[src/design/rx_status_defs.vh]
// Offsets, field positions, reset values and timing for the receiver status block.
// Assumes a 7-bit register address from the control port and 8-bit register data.

`ifndef RX_STATUS_DEFS_VH
`define RX_STATUS_DEFS_VH

`define ADDR_PRE_FIRST_HIGH 7'h14
`define ADDR_PRE_FIRST_LOW 7'h15
`define ADDR_PRE_SECOND_HIGH 7'h16
`define ADDR_PRE_SECOND_LOW 7'h17
`define ADDR_FAULT_FLAGS 7'h18
`define ADDR_FAULT_MASK 7'h19

`define BIT_SAMPLE_INVALID 7
`define BIT_EMPHASIS 6
`define BIT_COMPRESSED 5
`define BIT_BURST_SEEN 4
`define BIT_STATUS_CHECK_FAIL 3
`define BIT_INPUT_ABSENT 2
`define BIT_CODING_ERROR 1
`define BIT_PLL_LOCK 0

// Flags 3 and 1 are sticky, all others follow a level
`define STICKY_FLAGS 8'h0a

`define RESET_FAULT_MASK 8'h00
`define RESET_PREAMBLE 16'h0000
`define UNMAPPED_READ 8'h00

// Read data appears this many cycles after the request
`define READ_LATENCY 1

`endif

[src/design/fault_flag_cell.v]
// One receiver fault flag with its pending-event latch.
// Assumes set, level and read-clear inputs all come from the same clock domain.
`timescale 1ns/100ps

module fault_flag_cell #(
   parameter STICKY = 0
) (
   // Clock and reset
   input wire clk,
   input wire resetn,
   // Event sources
   input wire level_in,
   input wire change_in,
   input wire set_in,
   // Host read of the flag register
   input wire read_clr,
   // State
   output wire flag_out,
   output wire event_out
);

   reg flag_reg;
   reg flag_next;
   reg event_reg;
   reg event_next;
   wire raise;

   // Level flags raise on any change; sticky flags raise on each set pulse
   assign raise = STICKY ? set_in : ((level_in != flag_reg) | change_in);

   always @* begin
      if (STICKY) begin
         // Set wins over a read in the same cycle
         if (set_in)
            flag_next = 1'b1;
         else if (read_clr)
            flag_next = 1'b0;
         else
            flag_next = flag_reg;
      end else begin
         flag_next = level_in;
      end
      // A pending event survives a read that meets a new event
      if (raise)
         event_next = 1'b1;
      else if (read_clr)
         event_next = 1'b0;
      else
         event_next = event_reg;
   end

   always @(posedge clk) begin
      if (!resetn) begin
         flag_reg <= 1'b0;
         event_reg <= 1'b0;
      end else begin
         flag_reg <= flag_next;
         event_reg <= event_next;
      end
   end

   assign flag_out = flag_reg;
   assign event_out = event_reg;

endmodule // fault_flag_cell

[src/design/rx_status_regs.v]
// Receiver status registers: burst preamble words, fault flags and fault mask.
// Assumes the receiver core and the control port decoder run on clk, so no
// synchroniser is needed; reads and writes arrive as one-cycle strobes.
`timescale 1ns/100ps
`include "rx_status_defs.vh"

module rx_status_regs #(
   parameter ADDR_W = 7,
   parameter DATA_W = 8,
   parameter PRE_W = 16,
   parameter KIND_W = 5
) (
   // Clock and reset
   input wire clk,
   input wire resetn,
   // Register access from the control port
   input wire rd_en,
   input wire wr_en,
   input wire [ADDR_W-1:0] addr,
   input wire [DATA_W-1:0] wdata,
   output wire [DATA_W-1:0] rdata,
   output wire rdata_valid,
   // Receiver stream status levels
   input wire rx_sample_invalid_flag,
   input wire emphasis_in,
   input wire cs_compressed_in,
   input wire [KIND_W-1:0] compressed_kind_in,
   input wire burst_seen_in,
   input wire input_absent_flag,
   input wire pll_locked_in,
   // Receiver error pulses
   input wire status_check_fail_flag,
   input wire biphase_error_in,
   input wire parity_error_in,
   // Burst preamble capture
   input wire preamble_strobe,
   input wire subframe_mode,
   input wire [PRE_W-1:0] preamble_first_in,
   input wire [PRE_W-1:0] preamble_second_in,
   input wire [PRE_W-1:0] preamble_first_chb_in,
   // Interrupt request
   output wire fault_irq
);

   localparam NFLAG = 8;

   // Address match helper used by both read and write decode
   function is_addr;
      input [ADDR_W-1:0] a;
      input [ADDR_W-1:0] ref_addr;
      begin
         is_addr = (a == ref_addr);
      end
   endfunction

   // High byte of a preamble word
   function [DATA_W-1:0] hi_byte;
      input [PRE_W-1:0] w;
      begin
         hi_byte = w[PRE_W-1:PRE_W-DATA_W];
      end
   endfunction

   // Low byte of a preamble word
   function [DATA_W-1:0] lo_byte;
      input [PRE_W-1:0] w;
      begin
         lo_byte = w[DATA_W-1:0];
      end
   endfunction

   reg [PRE_W-1:0] pre_first_reg;
   reg [PRE_W-1:0] pre_first_next;
   reg [PRE_W-1:0] pre_second_reg;
   reg [PRE_W-1:0] pre_second_next;
   reg [DATA_W-1:0] fault_mask_reg;
   reg [DATA_W-1:0] fault_mask_next;
   reg [KIND_W-1:0] kind_reg;
   reg [DATA_W-1:0] rdata_reg;
   reg [DATA_W-1:0] rdata_next;
   reg rdata_valid_reg;
   reg irq_reg;
   reg irq_next;

   wire flags_read;
   wire mask_write;
   wire kind_change;
   wire compressed_now;
   wire [NFLAG-1:0] level_vec;
   wire [NFLAG-1:0] change_vec;
   wire [NFLAG-1:0] set_vec;
   wire [NFLAG-1:0] flag_vec;
   wire [NFLAG-1:0] event_vec;

   // Only a real read of the flag register clears anything
   assign flags_read = rd_en & is_addr(addr, `ADDR_FAULT_FLAGS);
   assign mask_write = wr_en & is_addr(addr, `ADDR_FAULT_MASK);

   // Compressed data is present either by channel status or by a found burst
   assign compressed_now = cs_compressed_in | burst_seen_in;

   // A new data kind while still compressed counts as a fresh event
   assign kind_change = cs_compressed_in & (compressed_kind_in != kind_reg);

   // Level inputs, one per flag position
   assign level_vec[`BIT_SAMPLE_INVALID] = rx_sample_invalid_flag;
   assign level_vec[`BIT_EMPHASIS] = emphasis_in;
   assign level_vec[`BIT_COMPRESSED] = cs_compressed_in;
   assign level_vec[`BIT_BURST_SEEN] = burst_seen_in;
   assign level_vec[`BIT_STATUS_CHECK_FAIL] = 1'b0;
   assign level_vec[`BIT_INPUT_ABSENT] = input_absent_flag;
   assign level_vec[`BIT_CODING_ERROR] = 1'b0;
   assign level_vec[`BIT_PLL_LOCK] = pll_locked_in;

   // Extra change sources beyond the level itself
   assign change_vec[`BIT_SAMPLE_INVALID] = 1'b0;
   assign change_vec[`BIT_EMPHASIS] = 1'b0;
   assign change_vec[`BIT_COMPRESSED] = kind_change;
   assign change_vec[`BIT_BURST_SEEN] = 1'b0;
   assign change_vec[`BIT_STATUS_CHECK_FAIL] = 1'b0;
   assign change_vec[`BIT_INPUT_ABSENT] = 1'b0;
   assign change_vec[`BIT_CODING_ERROR] = 1'b0;
   assign change_vec[`BIT_PLL_LOCK] = 1'b0;

   // Set pulses for the sticky flags
   assign set_vec[`BIT_SAMPLE_INVALID] = 1'b0;
   assign set_vec[`BIT_EMPHASIS] = 1'b0;
   assign set_vec[`BIT_COMPRESSED] = 1'b0;
   assign set_vec[`BIT_BURST_SEEN] = 1'b0;
   assign set_vec[`BIT_STATUS_CHECK_FAIL] = status_check_fail_flag;
   assign set_vec[`BIT_INPUT_ABSENT] = 1'b0;
   assign set_vec[`BIT_CODING_ERROR] = biphase_error_in | parity_error_in;
   assign set_vec[`BIT_PLL_LOCK] = 1'b0;

   genvar gi;
   generate
      for (gi = 0; gi < NFLAG; gi = gi + 1) begin : g_flag
         localparam [NFLAG-1:0] STICKY_MAP = `STICKY_FLAGS;
         fault_flag_cell #(
            .STICKY(STICKY_MAP[gi])
         ) u_cell (
            .clk(clk),
            .resetn(resetn),
            .level_in(level_vec[gi]),
            .change_in(change_vec[gi]),
            .set_in(set_vec[gi]),
            .read_clr(flags_read),
            .flag_out(flag_vec[gi]),
            .event_out(event_vec[gi])
         );
      end
   endgenerate

   // Track the compressed data kind; audio resets it so a return re-arms
   always @(posedge clk) begin
      if (!resetn) begin
         kind_reg <= {KIND_W{1'b0}};
      end else if (cs_compressed_in) begin
         kind_reg <= compressed_kind_in;
      end else begin
         kind_reg <= {KIND_W{1'b0}};
      end
   end

   // Preamble capture: words are zeroed as soon as the stream is audio again
   always @* begin
      pre_first_next = pre_first_reg;
      pre_second_next = pre_second_reg;
      if (!compressed_now) begin
         pre_first_next = `RESET_PREAMBLE;
         pre_second_next = `RESET_PREAMBLE;
      end else if (preamble_strobe) begin
         pre_first_next = preamble_first_in;
         if (subframe_mode)
            pre_second_next = preamble_first_chb_in;
         else
            pre_second_next = preamble_second_in;
      end
   end

   always @(posedge clk) begin
      if (!resetn) begin
         pre_first_reg <= `RESET_PREAMBLE;
         pre_second_reg <= `RESET_PREAMBLE;
      end else begin
         pre_first_reg <= pre_first_next;
         pre_second_reg <= pre_second_next;
      end
   end

   // Mask register, the only writable location here
   always @* begin
      if (mask_write)
         fault_mask_next = wdata;
      else
         fault_mask_next = fault_mask_reg;
   end

   always @(posedge clk) begin
      if (!resetn)
         fault_mask_reg <= `RESET_FAULT_MASK;
      else
         fault_mask_reg <= fault_mask_next;
   end

   // Read mux; the flag byte shows state before the read's own clear
   always @* begin
      rdata_next = rdata_reg;
      if (rd_en) begin
         case (addr)
            `ADDR_PRE_FIRST_HIGH: rdata_next = hi_byte(pre_first_reg);
            `ADDR_PRE_FIRST_LOW: rdata_next = lo_byte(pre_first_reg);
            `ADDR_PRE_SECOND_HIGH: rdata_next = hi_byte(pre_second_reg);
            `ADDR_PRE_SECOND_LOW: rdata_next = lo_byte(pre_second_reg);
            `ADDR_FAULT_FLAGS: rdata_next = flag_vec;
            `ADDR_FAULT_MASK: rdata_next = fault_mask_reg;
            default: rdata_next = `UNMAPPED_READ;
         endcase
      end
   end

   always @(posedge clk) begin
      if (!resetn) begin
         rdata_reg <= `UNMAPPED_READ;
         rdata_valid_reg <= 1'b0;
      end else begin
         rdata_reg <= rdata_next;
         rdata_valid_reg <= rd_en;
      end
   end

   // Interrupt follows pending events through the mask, one cycle late
   always @* begin
      irq_next = |(event_vec & fault_mask_reg);
   end

   always @(posedge clk) begin
      if (!resetn)
         irq_reg <= 1'b0;
      else
         irq_reg <= irq_next;
   end

   assign rdata = rdata_reg;
   assign rdata_valid = rdata_valid_reg;
   assign fault_irq = irq_reg;

endmodule // rx_status_regs

[config.mk]
export PLATFORM = sky130hd
export DESIGN_NAME = rx_status_regs
export DESIGN_NICKNAME = d
export VERILOG_FILES = /design/src/design/fault_flag_cell.v /design/src/design/rx_status_regs.v
export VERILOG_INCLUDE_DIRS = /design/src /design/src/design
export SDC_FILE = /design/constraint.sdc
export NUM_CORES = 1
export LEC_CHECK = 0
export BUFFER_PORTS_ARGS = -buffer_cell sky130_fd_sc_hd__buf_2
export CAP_MARGIN = 0
export CELL_PAD_IN_SITES_DETAIL_PLACEMENT = 0
export CELL_PAD_IN_SITES_GLOBAL_PLACEMENT = 1
export CORE_UTILIZATION = 41
export CTS_BUF_LIST = sky130_fd_sc_hd__clkbuf_16
export DETAILED_ROUTE_END_ITERATION = 12
export PLACE_DENSITY = 0.82
export SYNTH_ARGS = -nofsm -noshare
export SYNTH_HDL_FRONTEND = slang
export SYNTH_HIERARCHICAL = 1
export SYNTH_SLANG_ARGS = --single-unit
[constraint.sdc]
create_clock -name clk -period 5.6 [get_ports clk]
set_input_delay 0.56 -clock clk [delete_from_list [all_inputs] [get_ports clk]]
set_output_delay 0.56 -clock clk [all_outputs]
set_load 0.1 [all_outputs]
==> results.json, run 1 <==
{
  "startpoint_type": "primary input",
  "finalCriticalPeriod_ps": 2633,
  "vias_per_cell": 4.915,
  "cap_violations": 0,
  "yosysWarnings": 6,
  "drtPass1Iterations": 4,
  "nFillCells": 705,
  "grt_pass1_wl_um": 11250,
  "dieArea_um2": 7846,
  "final_layout_size_suffix_gt1_frac": 0.2814,
  "grt_use_total": 0.1936,
  "grt_max_degree": 49,
  "finalSetupViolations": 0,
  "dp_hpwl_um": 5170,
  "rsz0062_at_grt": "false",
  "gp_congestion": 0.7773,
  "wl_per_cell_um": 14.18,
  "slew_headroom": 0.3042,
  "dpl-instance-area_um2": 3595,
  "num-nets-final": 478,
  "antenna_found_initial": 0,
  "path_cells": "buf_2 -> or4b_1 -> nor4b_2 -> nor2b_1 -> o31a_1",
  "async_flop_share": 0,
  "skew_ps": 3.894,
  "cp.arrival_ps": 2840,
  "synth.cell_area_um2": 3073,
  "timing.fmax_mhz": 379.9,
  "grt_use_met1": 0.2590,
  "port_buffers": 92,
  "cts_resized": 0,
  "area_growth_pct": 25.81,
  "fin_crit_sh": 0.4701,
  "cts.sinks": 69,
  "yosysUniqueCellTypes": 37,
  "hold_viol": 0,
  "grtUsageMet2": 0.3014,
  "slowest_stage": "nor4b_2",
  "cp_max_fo": 16,
  "drt_wl_total_um": 7045,
  "postRouteAntennaNets": 0,
  "die_w_um": 88.58,
  "synth-edff-count": 0,
  "cts_root_buf": "clkbuf_16",
  "ys_ff_latch": 69,
  "synth_top_area_share": 0.4495,
  "slowest_delay_ps": 950,
  "via_count": 2443,
  "drt_iter0_markers": 111,
  "dp_slack_ps": 2587,
  "yosys-top-cells-area": "dfxtp_1, mux2i_1, a211oi_1",
  "synthCells": 309,
  "diodes": 0,
  "worst_pin_slew_ps": 1041,
  "finalSetupTns_ps": 0,
  "pin_count": 93,
  "synth-seq-area-share": 0.4495,
  "gr-total-overflow": 0,
  "top_usage_layer": "met2",
  "status": "finished, final reports clean",
  "vdd_ir_drop_max_mv": 0.1899,
  "htreeDepth": 3,
  "synth_ff_type": "dfxtp_1",
  "avgSynthCellArea_um2": 9.945,
  "rows": 31,
  "slew_violations": 0,
  "yosys-top-cells-count": "dfxtp_1, mux2i_1, nor2_1, a211oi_1, nor3_1",
  "hold_path.class": "primary input to flop",
  "clkSlewWorstSetupHoldPaths_ps": 50,
  "initial_core_util": 0.4237,
  "cts_buffer_depth": 2,
  "critPathRequiredTime_ps": 5810,
  "fin_area_um2": 3866,
  "endpoint_kind": "flop",
  "grt_pass1_vias": 2277,
  "grtUsageMet3": 0.06157,
  "worst_slack_ps": 2967,
  "p_leak_nw": 1.730,
  "postCtsSetupRepairBufs": 0,
  "powerDensity_nw_per_um2": 310.9,
  "route.detailed.drc": 0,
  "synth.most_common_cell": "dfxtp_1",
  "clk_latency_ps": 330,
  "core_um2": 7253,
  "crit_type": "primary input to flop",
  "holdBufCountCts": 0,
  "synth_top_area_cell": "dfxtp_1",
  "tritoncts": "built",
  "cts_inserted_buffers": 9,
  "die_h_um": 88.58
}
[cells by family after synthesis]
kind of cell / share of synthesized area
buf+inv: 0.03216
mux: 0.2068
flops: 0.4495
compound gates: 0.1291
xor+xnor: 0.03135
other cells: 0.001220
simple gates: 0.1498
[layout make-up]
| type | count | area [um^2] | share of cell area |
|---|---|---|---|
| Sequential cell | 69 | 1381 | 0.3573 |
| Multi-Input combinational cell | 221 | 1618 | 0.4184 |
| Clock inverter | 5 | 46.29 | 0.01197 |
| Tap cell | 99 | 123.9 | 0.03204 |
| Timing Repair Buffer | 93 | 467.9 | 0.1210 |
| Clock buffer | 9 | 225.2 | 0.05825 |
| Inverter | 1 | 3.754 | 0.0009709 |
[final timing paths]
path                                                 startpoint                                      end  slack, ps  depth (start not counted)
worst min-delay path                     status_check_fail_flag  g_flag[3].u_cell/event_out$_SDFFE_PN0P_        450                          2
worst max register to register    pre_first_reg[3]$_SDFFE_PN0P_                    rdata[3]$_SDFFE_PN0P_       4340                          3
worst max-delay path                                    addr[1]  g_flag[4].u_cell/event_out$_SDFFE_PN0P_       2970                          5
worst min register to register  pre_second_reg[13]$_SDFFE_PN0P_          pre_second_reg[13]$_SDFFE_PN0P_        480                          2
[critical path: cells and delay by family]
| family | cells | cell delay, ps |
|---|---|---|
| simple gates | 3 | 1860 |
| compound gates | 1 | 310 |
| buf+inv | 1 | 110 |
[placed cells by master (no fill, tap or decap), drive strengths merged, types with 2 or more instances in the layout]
cell type and n:
buf 93, dfxtp 69, mux2i 53, nor2 40
a211oi 22, nor3 15, nor2b 10, clkbuf 9
o21ai 9, xor2 8, a21oi 8, o31a 7
mux2 7, and2 7, a22oi 5, and3 5
conb 5, nand2b 3, xnor2 3, inv 3
nor4b 2, nand2 2, o21a 2, clkinv 2
[routing by layer]
metal	wire length [um]	part of all wire
met5	0	0
met4	87	0.012
met3	298	0.042
met2	3253	0.46
met1	3405	0.48
[through the flow]
step / utilization / hold slack (ps) / total power, W / std cells
2_1_floorplan: - / 451.7 / 0.0006363 / 313
3_3_place_gp: 0.4956 / 468.4 / 0.0006849 / 483
3_5_place_dp: 0.4956 / 475.0 / 0.0006878 / 483
4_1_cts: 0.5330 / 439.2 / 0.001213 / 497
5_1_grt: 0.5330 / 440.4 / 0.001252 / 497
6_report: 0.5330 / 445.1 / 0.001202 / 497
[report_power, final]
group / leakage [nW] / total (W) / switching (W) / internal (W)
clock: 0.141 / 0.000525 / 0.000192 / 0.000333
sequential: 0.569 / 0.000530 / 0.0000128 / 0.000517
combinational: 1.02 / 0.000147 / 0.0000848 / 0.0000626
total: 1.73 / 0.00120 / 0.000289 / 0.000913
No activity file was read; power rests on OpenSTA's default activity.
==> run 2: changes to the inputs <==
Settings changed: CORE_UTILIZATION 41 to 35, PLACE_DENSITY 0.82 to 0.74.
Clock period 5.6 ns to 2.2 ns, I/O delays scaled along.
==> run 2 against run 1 <==
Die area grew 17%. Utilization fell by 5.6 points. Clock power grew to 2.8 times the previous value. Sequential cell count stayed put. Routed wire length increased by 4.8%. Total power grew to 2.7 times the previous value. Global-route usage down 2.0 points. Final cell count grew 2.8%. Register-to-register slack got worse by 3400 ps. Largest cell class unchanged.
==> results.json, run 2 (synthesis gave the netlist of run 1 again) <==
{
  "initial_core_util": 0.3684,
  "vias_per_cell": 4.951,
  "die_h_um": 95.70,
  "timing.fmax_mhz": 625.5,
  "mostFrequentLayoutCell": "buf_2",
  "grt_pass1_vias": 2390,
  "powerDensity_nw_per_um2": 811.0,
  "cp_max_fo": 15,
  "p_leak_nw": 1.789,
  "crit_path_frequent_cell": "buf_4",
  "tritoncts": "built",
  "path_cells": "buf_2 -> or4b_1 -> buf_4 -> nor3_4 -> buf_4 -> mux2i_1 -> nor2_1",
  "finalSetupTns_ps": 0,
  "wl_per_cell_um": 14.45,
  "final_cell_mix": "buf_2, dfxtp_1, mux2i_1, nor2_1, a211oi_1",
  "rsz0062_at_grt": "false",
  "slew_violations": 0,
  "skew_ps": 6.203,
  "num-nets-final": 484,
  "fin_crit_sh": 0.7267,
  "port_buffers": 92,
  "cp.arrival_ps": 1820,
  "vdd_ir_drop_max_mv": 0.3098,
  "finalSetupViolations": 0,
  "antenna_found_initial": 0,
  "drt_wl_total_um": 7385,
  "htreeDepth": 3,
  "path_delay_family": "simple AND/OR/NAND/NOR gates",
  "holdBufCountCts": 0,
  "rows": 33,
  "critPathRequiredTime_ps": 2420,
  "core_um2": 8341,
  "grt_max_degree": 49,
  "postCtsSetupRepairBufs": 0,
  "slowest_delay_ps": 590,
  "route.detailed.drc": 0,
  "area_growth_pct": 29.44,
  "dp_hpwl_um": 5374,
  "cts_resized": 0,
  "clkSlewWorstSetupHoldPaths_ps": 60,
  "gr-total-overflow": 0,
  "register_area_um2": 1381,
  "postRouteAntennaNets": 0,
  "die_w_um": 95.70,
  "pin_count": 93,
  "hold_viol": 0,
  "grt_use_total": 0.1739,
  "cts.sinks": 69,
  "cts_root_buf": "clkbuf_16",
  "cap_violations": 0,
  "gp_congestion": 0.7353,
  "cts_inserted_buffers": 9,
  "drtPass1Iterations": 4,
  "drt_iter0_markers": 78,
  "total_power_w": 0.003226,
  "slew_headroom": 0.5242,
  "cts_buffer_depth": 2,
  "dieArea_um2": 9158,
  "finalCriticalPeriod_ps": 1599,
  "endpoint_kind": "flop",
  "via_count": 2530,
  "grt_pass1_wl_um": 11700,
  "worst_pin_slew_ps": 713.7,
  "status": "finished, final reports clean",
  "nFillCells": 808,
  "final_layout_size_suffix_gt1_frac": 0.2956,
  "crit_type": "primary input to flop",
  "clk_latency_ps": 330,
  "multiInputGateArea_um2": 1627,
  "startpoint_type": "primary input",
  "diodes": 0,
  "slowest_stage": "or4b_1",
  "hold_path.class": "primary input to flop",
  "critPathBufInv": 3
}
[run 2: cell types whose count changed in the layout (fill, tap and decap cells not counted)]
cell	change
clkinvlp_4	+1
clkinv_1	-1
bufinv_16	+1
nor4b_4	+1
nor4b_2	-1
inv_1	+1
buf_4	+5
buf_12	+1
[run 2: where the power goes]
group / internal, W / leakage, nW / switching (W)
combinational: 0.000166 / 1.06 / 0.000221
sequential: 0.00131 / 0.569 / 0.0000326
clock: 0.000977 / 0.159 / 0.000515
total: 0.00246 / 1.79 / 0.000769
[run 2: layer usage]
metal,GRT usage,part of all wire,vias to the layer above
met5,0,0,-
met4,0.07463,0.015,0
met3,0.04818,0.054,10
met2,0.2613,0.44,65
met1,0.2333,0.49,1166
li1,-,-,1289
[run 2: worst paths after layout]
path / from / end / slack [ps] / cells after the start
hold / removal: status_check_fail_flag / g_flag[3].u_cell/event_out$_SDFFE_PN0P_ / 110 / 2
setup / recovery: addr[1] / fault_mask_reg[6]$_SDFFE_PN0P_ / 600 / 7
setup reg to reg: kind_reg[3]$_SDFF_PN0_ / g_flag[5].u_cell/event_out$_SDFFE_PN0P_ / 940 / 4
hold reg to reg: pre_second_reg[13]$_SDFFE_PN0P_ / pre_second_reg[13]$_SDFFE_PN0P_ / 480 / 2
[run 2: layout make-up]
cell class | count | share of cell area
multi-input combinational | 221 | 0.4089
sequential | 69 | 0.3473
timing repair buffer | 99 | 0.1321
clock buffer | 9 | 0.05662
tap | 105 | 0.03303
clock inverter | 7 | 0.02108
inverter | 1 | 0.0009437
[run 2: worst register-to-register path: cells and delay by family, from the launching register on]
| family | cells | cell delay (ps) |
|---|---|---|
| AOI/OAI and AO/OA | 2 | 600 |
| xor gates and xnor gates | 1 | 150 |
| DFF | 1 | 300 |
| and+or+nand+nor | 1 | 100 |
[run 2: stage by stage]
stage               hold slack, ps  worst slack [ps]  std cells  utilization  instance area [um^2]
finish                       114.8             601.2        511       0.4769                  3978
detailed placement           457.1             259.9        495       0.4398                  3669
CTS                          112.5             604.5        511       0.4769                  3978
floorplan                    337.5             128.6        313            -                  3103
global route                 115.1             491.0        511       0.4769                  3978
global placement             451.1             323.5        495       0.4398                  3669
==> run 3: changes to the inputs <==
Clock period 2.2 ns to 1.3 ns, I/O delays scaled along.
==> run 3 against run 2 <==
The run now ends with setup timing left. Global-route usage grew 0.73 points. Highest routed layer unchanged. Die area is the same. Worst setup slack lost 660 ps. Combinational power grew 81%.
==> results.json, run 3 (synthesis gave the netlist of run 1 again) <==
{
  "status": "finished with violations",
  "violations": "setup timing",
  "diodes": 0,
  "grt_max_degree": 33,
  "finalCriticalPeriod_ps": 1361,
  "via_count": 2589,
  "crit_type": "primary input to flop",
  "reg2reg_depth": 4,
  "htreeDepth": 3,
  "drt_iter0_markers": 64,
  "vdd_ir_drop_max_mv": 0.8741,
  "grt_pass1_wl_um": 12400,
  "core_um2": 8341,
  "cap_violations": 0,
  "pin_count": 93,
  "tritoncts": "built",
  "fin_util": 0.4970,
  "cts_root_buf": "clkbuf_16",
  "multiInputGateArea_um2": 1634,
  "worst_slack_ps": -60.84,
  "cp-startpoint": "addr[6]",
  "timing.fmax_mhz": 734.8,
  "slew_violations": 0,
  "initial_core_util": 0.3684,
  "ff2ff_setup_slack_ps": 20,
  "crit_end": "g_flag[0].u_cell/event_out$_SDFFE_PN0P_",
  "grt_use_total": 0.1812,
  "powerDensity_nw_per_um2": 1290,
  "skew_ps": 4.482,
  "nFillCells": 805,
  "hold_depth": 2,
  "r2r_start": "kind_reg[3]$_SDFF_PN0_",
  "fin_crit_sh": 1.047,
  "antenna_found_initial": 0,
  "startpoint_type": "primary input",
  "grt_pass1_vias": 2542,
  "route.detailed.drc": 0,
  "vias_per_cell": 4.913,
  "num-nets-final": 500,
  "mostFrequentLayoutCell": "buf_2",
  "p_leak_nw": 1.864,
  "cts_buffer_depth": 2,
  "final_layout_size_suffix_gt1_frac": 0.3294,
  "rows": 33,
  "postRouteAntennaNets": 0,
  "cp_max_fo": 8,
  "postCtsSetupRepairBufs": 0,
  "die_h_um": 95.70,
  "dpl-instance-area_um2": 3830,
  "final_cell_mix": "buf_2, dfxtp_1, mux2i_1, nor2_1, a211oi_1",
  "die_w_um": 95.70,
  "hold_path.class": "primary input to flop",
  "clkSlewWorstSetupHoldPaths_ps": 50,
  "fin_area_um2": 4145,
  "port_buffers": 92,
  "endpoint_kind": "flop",
  "drtPass1Iterations": 4,
  "area_growth_pct": 34.89,
  "finalSetupViolations": 12,
  "dp_hpwl_um": 5736,
  "r2r_end": "g_flag[5].u_cell/event_out$_SDFFE_PN0P_",
  "gr-total-overflow": 0,
  "cp.arrival_ps": 1580,
  "dieArea_um2": 9158,
  "cts.sinks": 69,
  "register_area_um2": 1381,
  "cts_inserted_buffers": 9,
  "hold_viol": 0,
  "rsz0062_at_grt": "true",
  "clk_latency_ps": 330,
  "critPathRequiredTime_ps": 1510,
  "drt_wl_total_um": 7507,
  "gp_congestion": 0.7493,
  "wl_per_cell_um": 14.24
}
run 3: cell types whose count changed in the layout (fill, tap and decap cells not counted), sizes merged:
cell	change
buf	+16
inv	-3
clkinvlp	+1
bufinv	-1
clkinv	+3
run 3: critical path, cell delays in order:
cell and delay (ps):
buf_6 90, or4b_4 570, nor4b_4 280, buf_6 170
nor2b_1 50, o31a_1 280
run 3: layout make-up:
| type | count | share of cell area |
|---|---|---|
| multi-input cells | 221 | 0.3942 |
| inverters | 1 | 0.0009055 |
| flip-flops and latches | 69 | 0.3332 |
| clock buffers | 9 | 0.05433 |
| well taps | 105 | 0.03169 |
| repair buffers | 115 | 0.1696 |
| clock inverters | 7 | 0.01600 |
run 3: how the worst min path moves through the flow:
stage | startpoint | endpoint | slack [ps]
6_report | status_check_fail_flag | g_flag[3].u_cell/event_out$_SDFFE_PN0P_ | 30
2_1_floorplan | resetn | g_flag[1].u_cell/event_out$_SDFFE_PN0P_ | 250
4_1_cts | status_check_fail_flag | g_flag[3].u_cell/event_out$_SDFFE_PN0P_ | 20
3_3_place_gp | status_check_fail_flag | g_flag[3].u_cell/event_out$_SDFFE_PN0P_ | 360
5_1_grt | input_absent_flag | g_flag[2].u_cell/flag_out$_SDFF_PN0_ | 30
3_5_place_dp | status_check_fail_flag | g_flag[3].u_cell/event_out$_SDFFE_PN0P_ | 370
run 3: per-layer routing:
| metal | share of wire | vias up | routed length, um | track usage |
|---|---|---|---|---|
| li1 | - | 1328 | - | - |
| met1 | 0.47 | 1200 | 3533 | 0.2349 |
| met2 | 0.47 | 53 | 3550 | 0.2857 |
| met3 | 0.042 | 8 | 318 | 0.05687 |
| met4 | 0.014 | 0 | 105 | 0.05970 |
| met5 | 0 | - | 0 | 0 |
run 3: stage by stage:
step	hold WS, ps	power, W	TNS [ps]	cells	setup slack (ps)
2_1_floorplan	247.5	0.002749	-3517	313	-605.7
6_report	26.45	0.005347	-302.7	527	-60.84
5_1_grt	28.52	0.005573	-1174	527	-104.8
4_1_cts	22.91	0.005400	-582.5	527	-73.17
3_3_place_gp	362.8	0.003012	-7917	511	-419.4
3_5_place_dp	366.8	0.003026	-8328	511	-451.9
run 3: what timing repair did:
action	in CTS	in global routing
hold buffers	0	0
endpoints found under the setup margin	15	18
endpoints found under the hold margin	0	0
gates resized for setup	2	3
pin swaps	8	1
run 3: where the power goes:
part	switching, W	internal (W)
registers	0.0000567	0.00222
clock network	0.000895	0.00147
logic	0.000382	0.000320
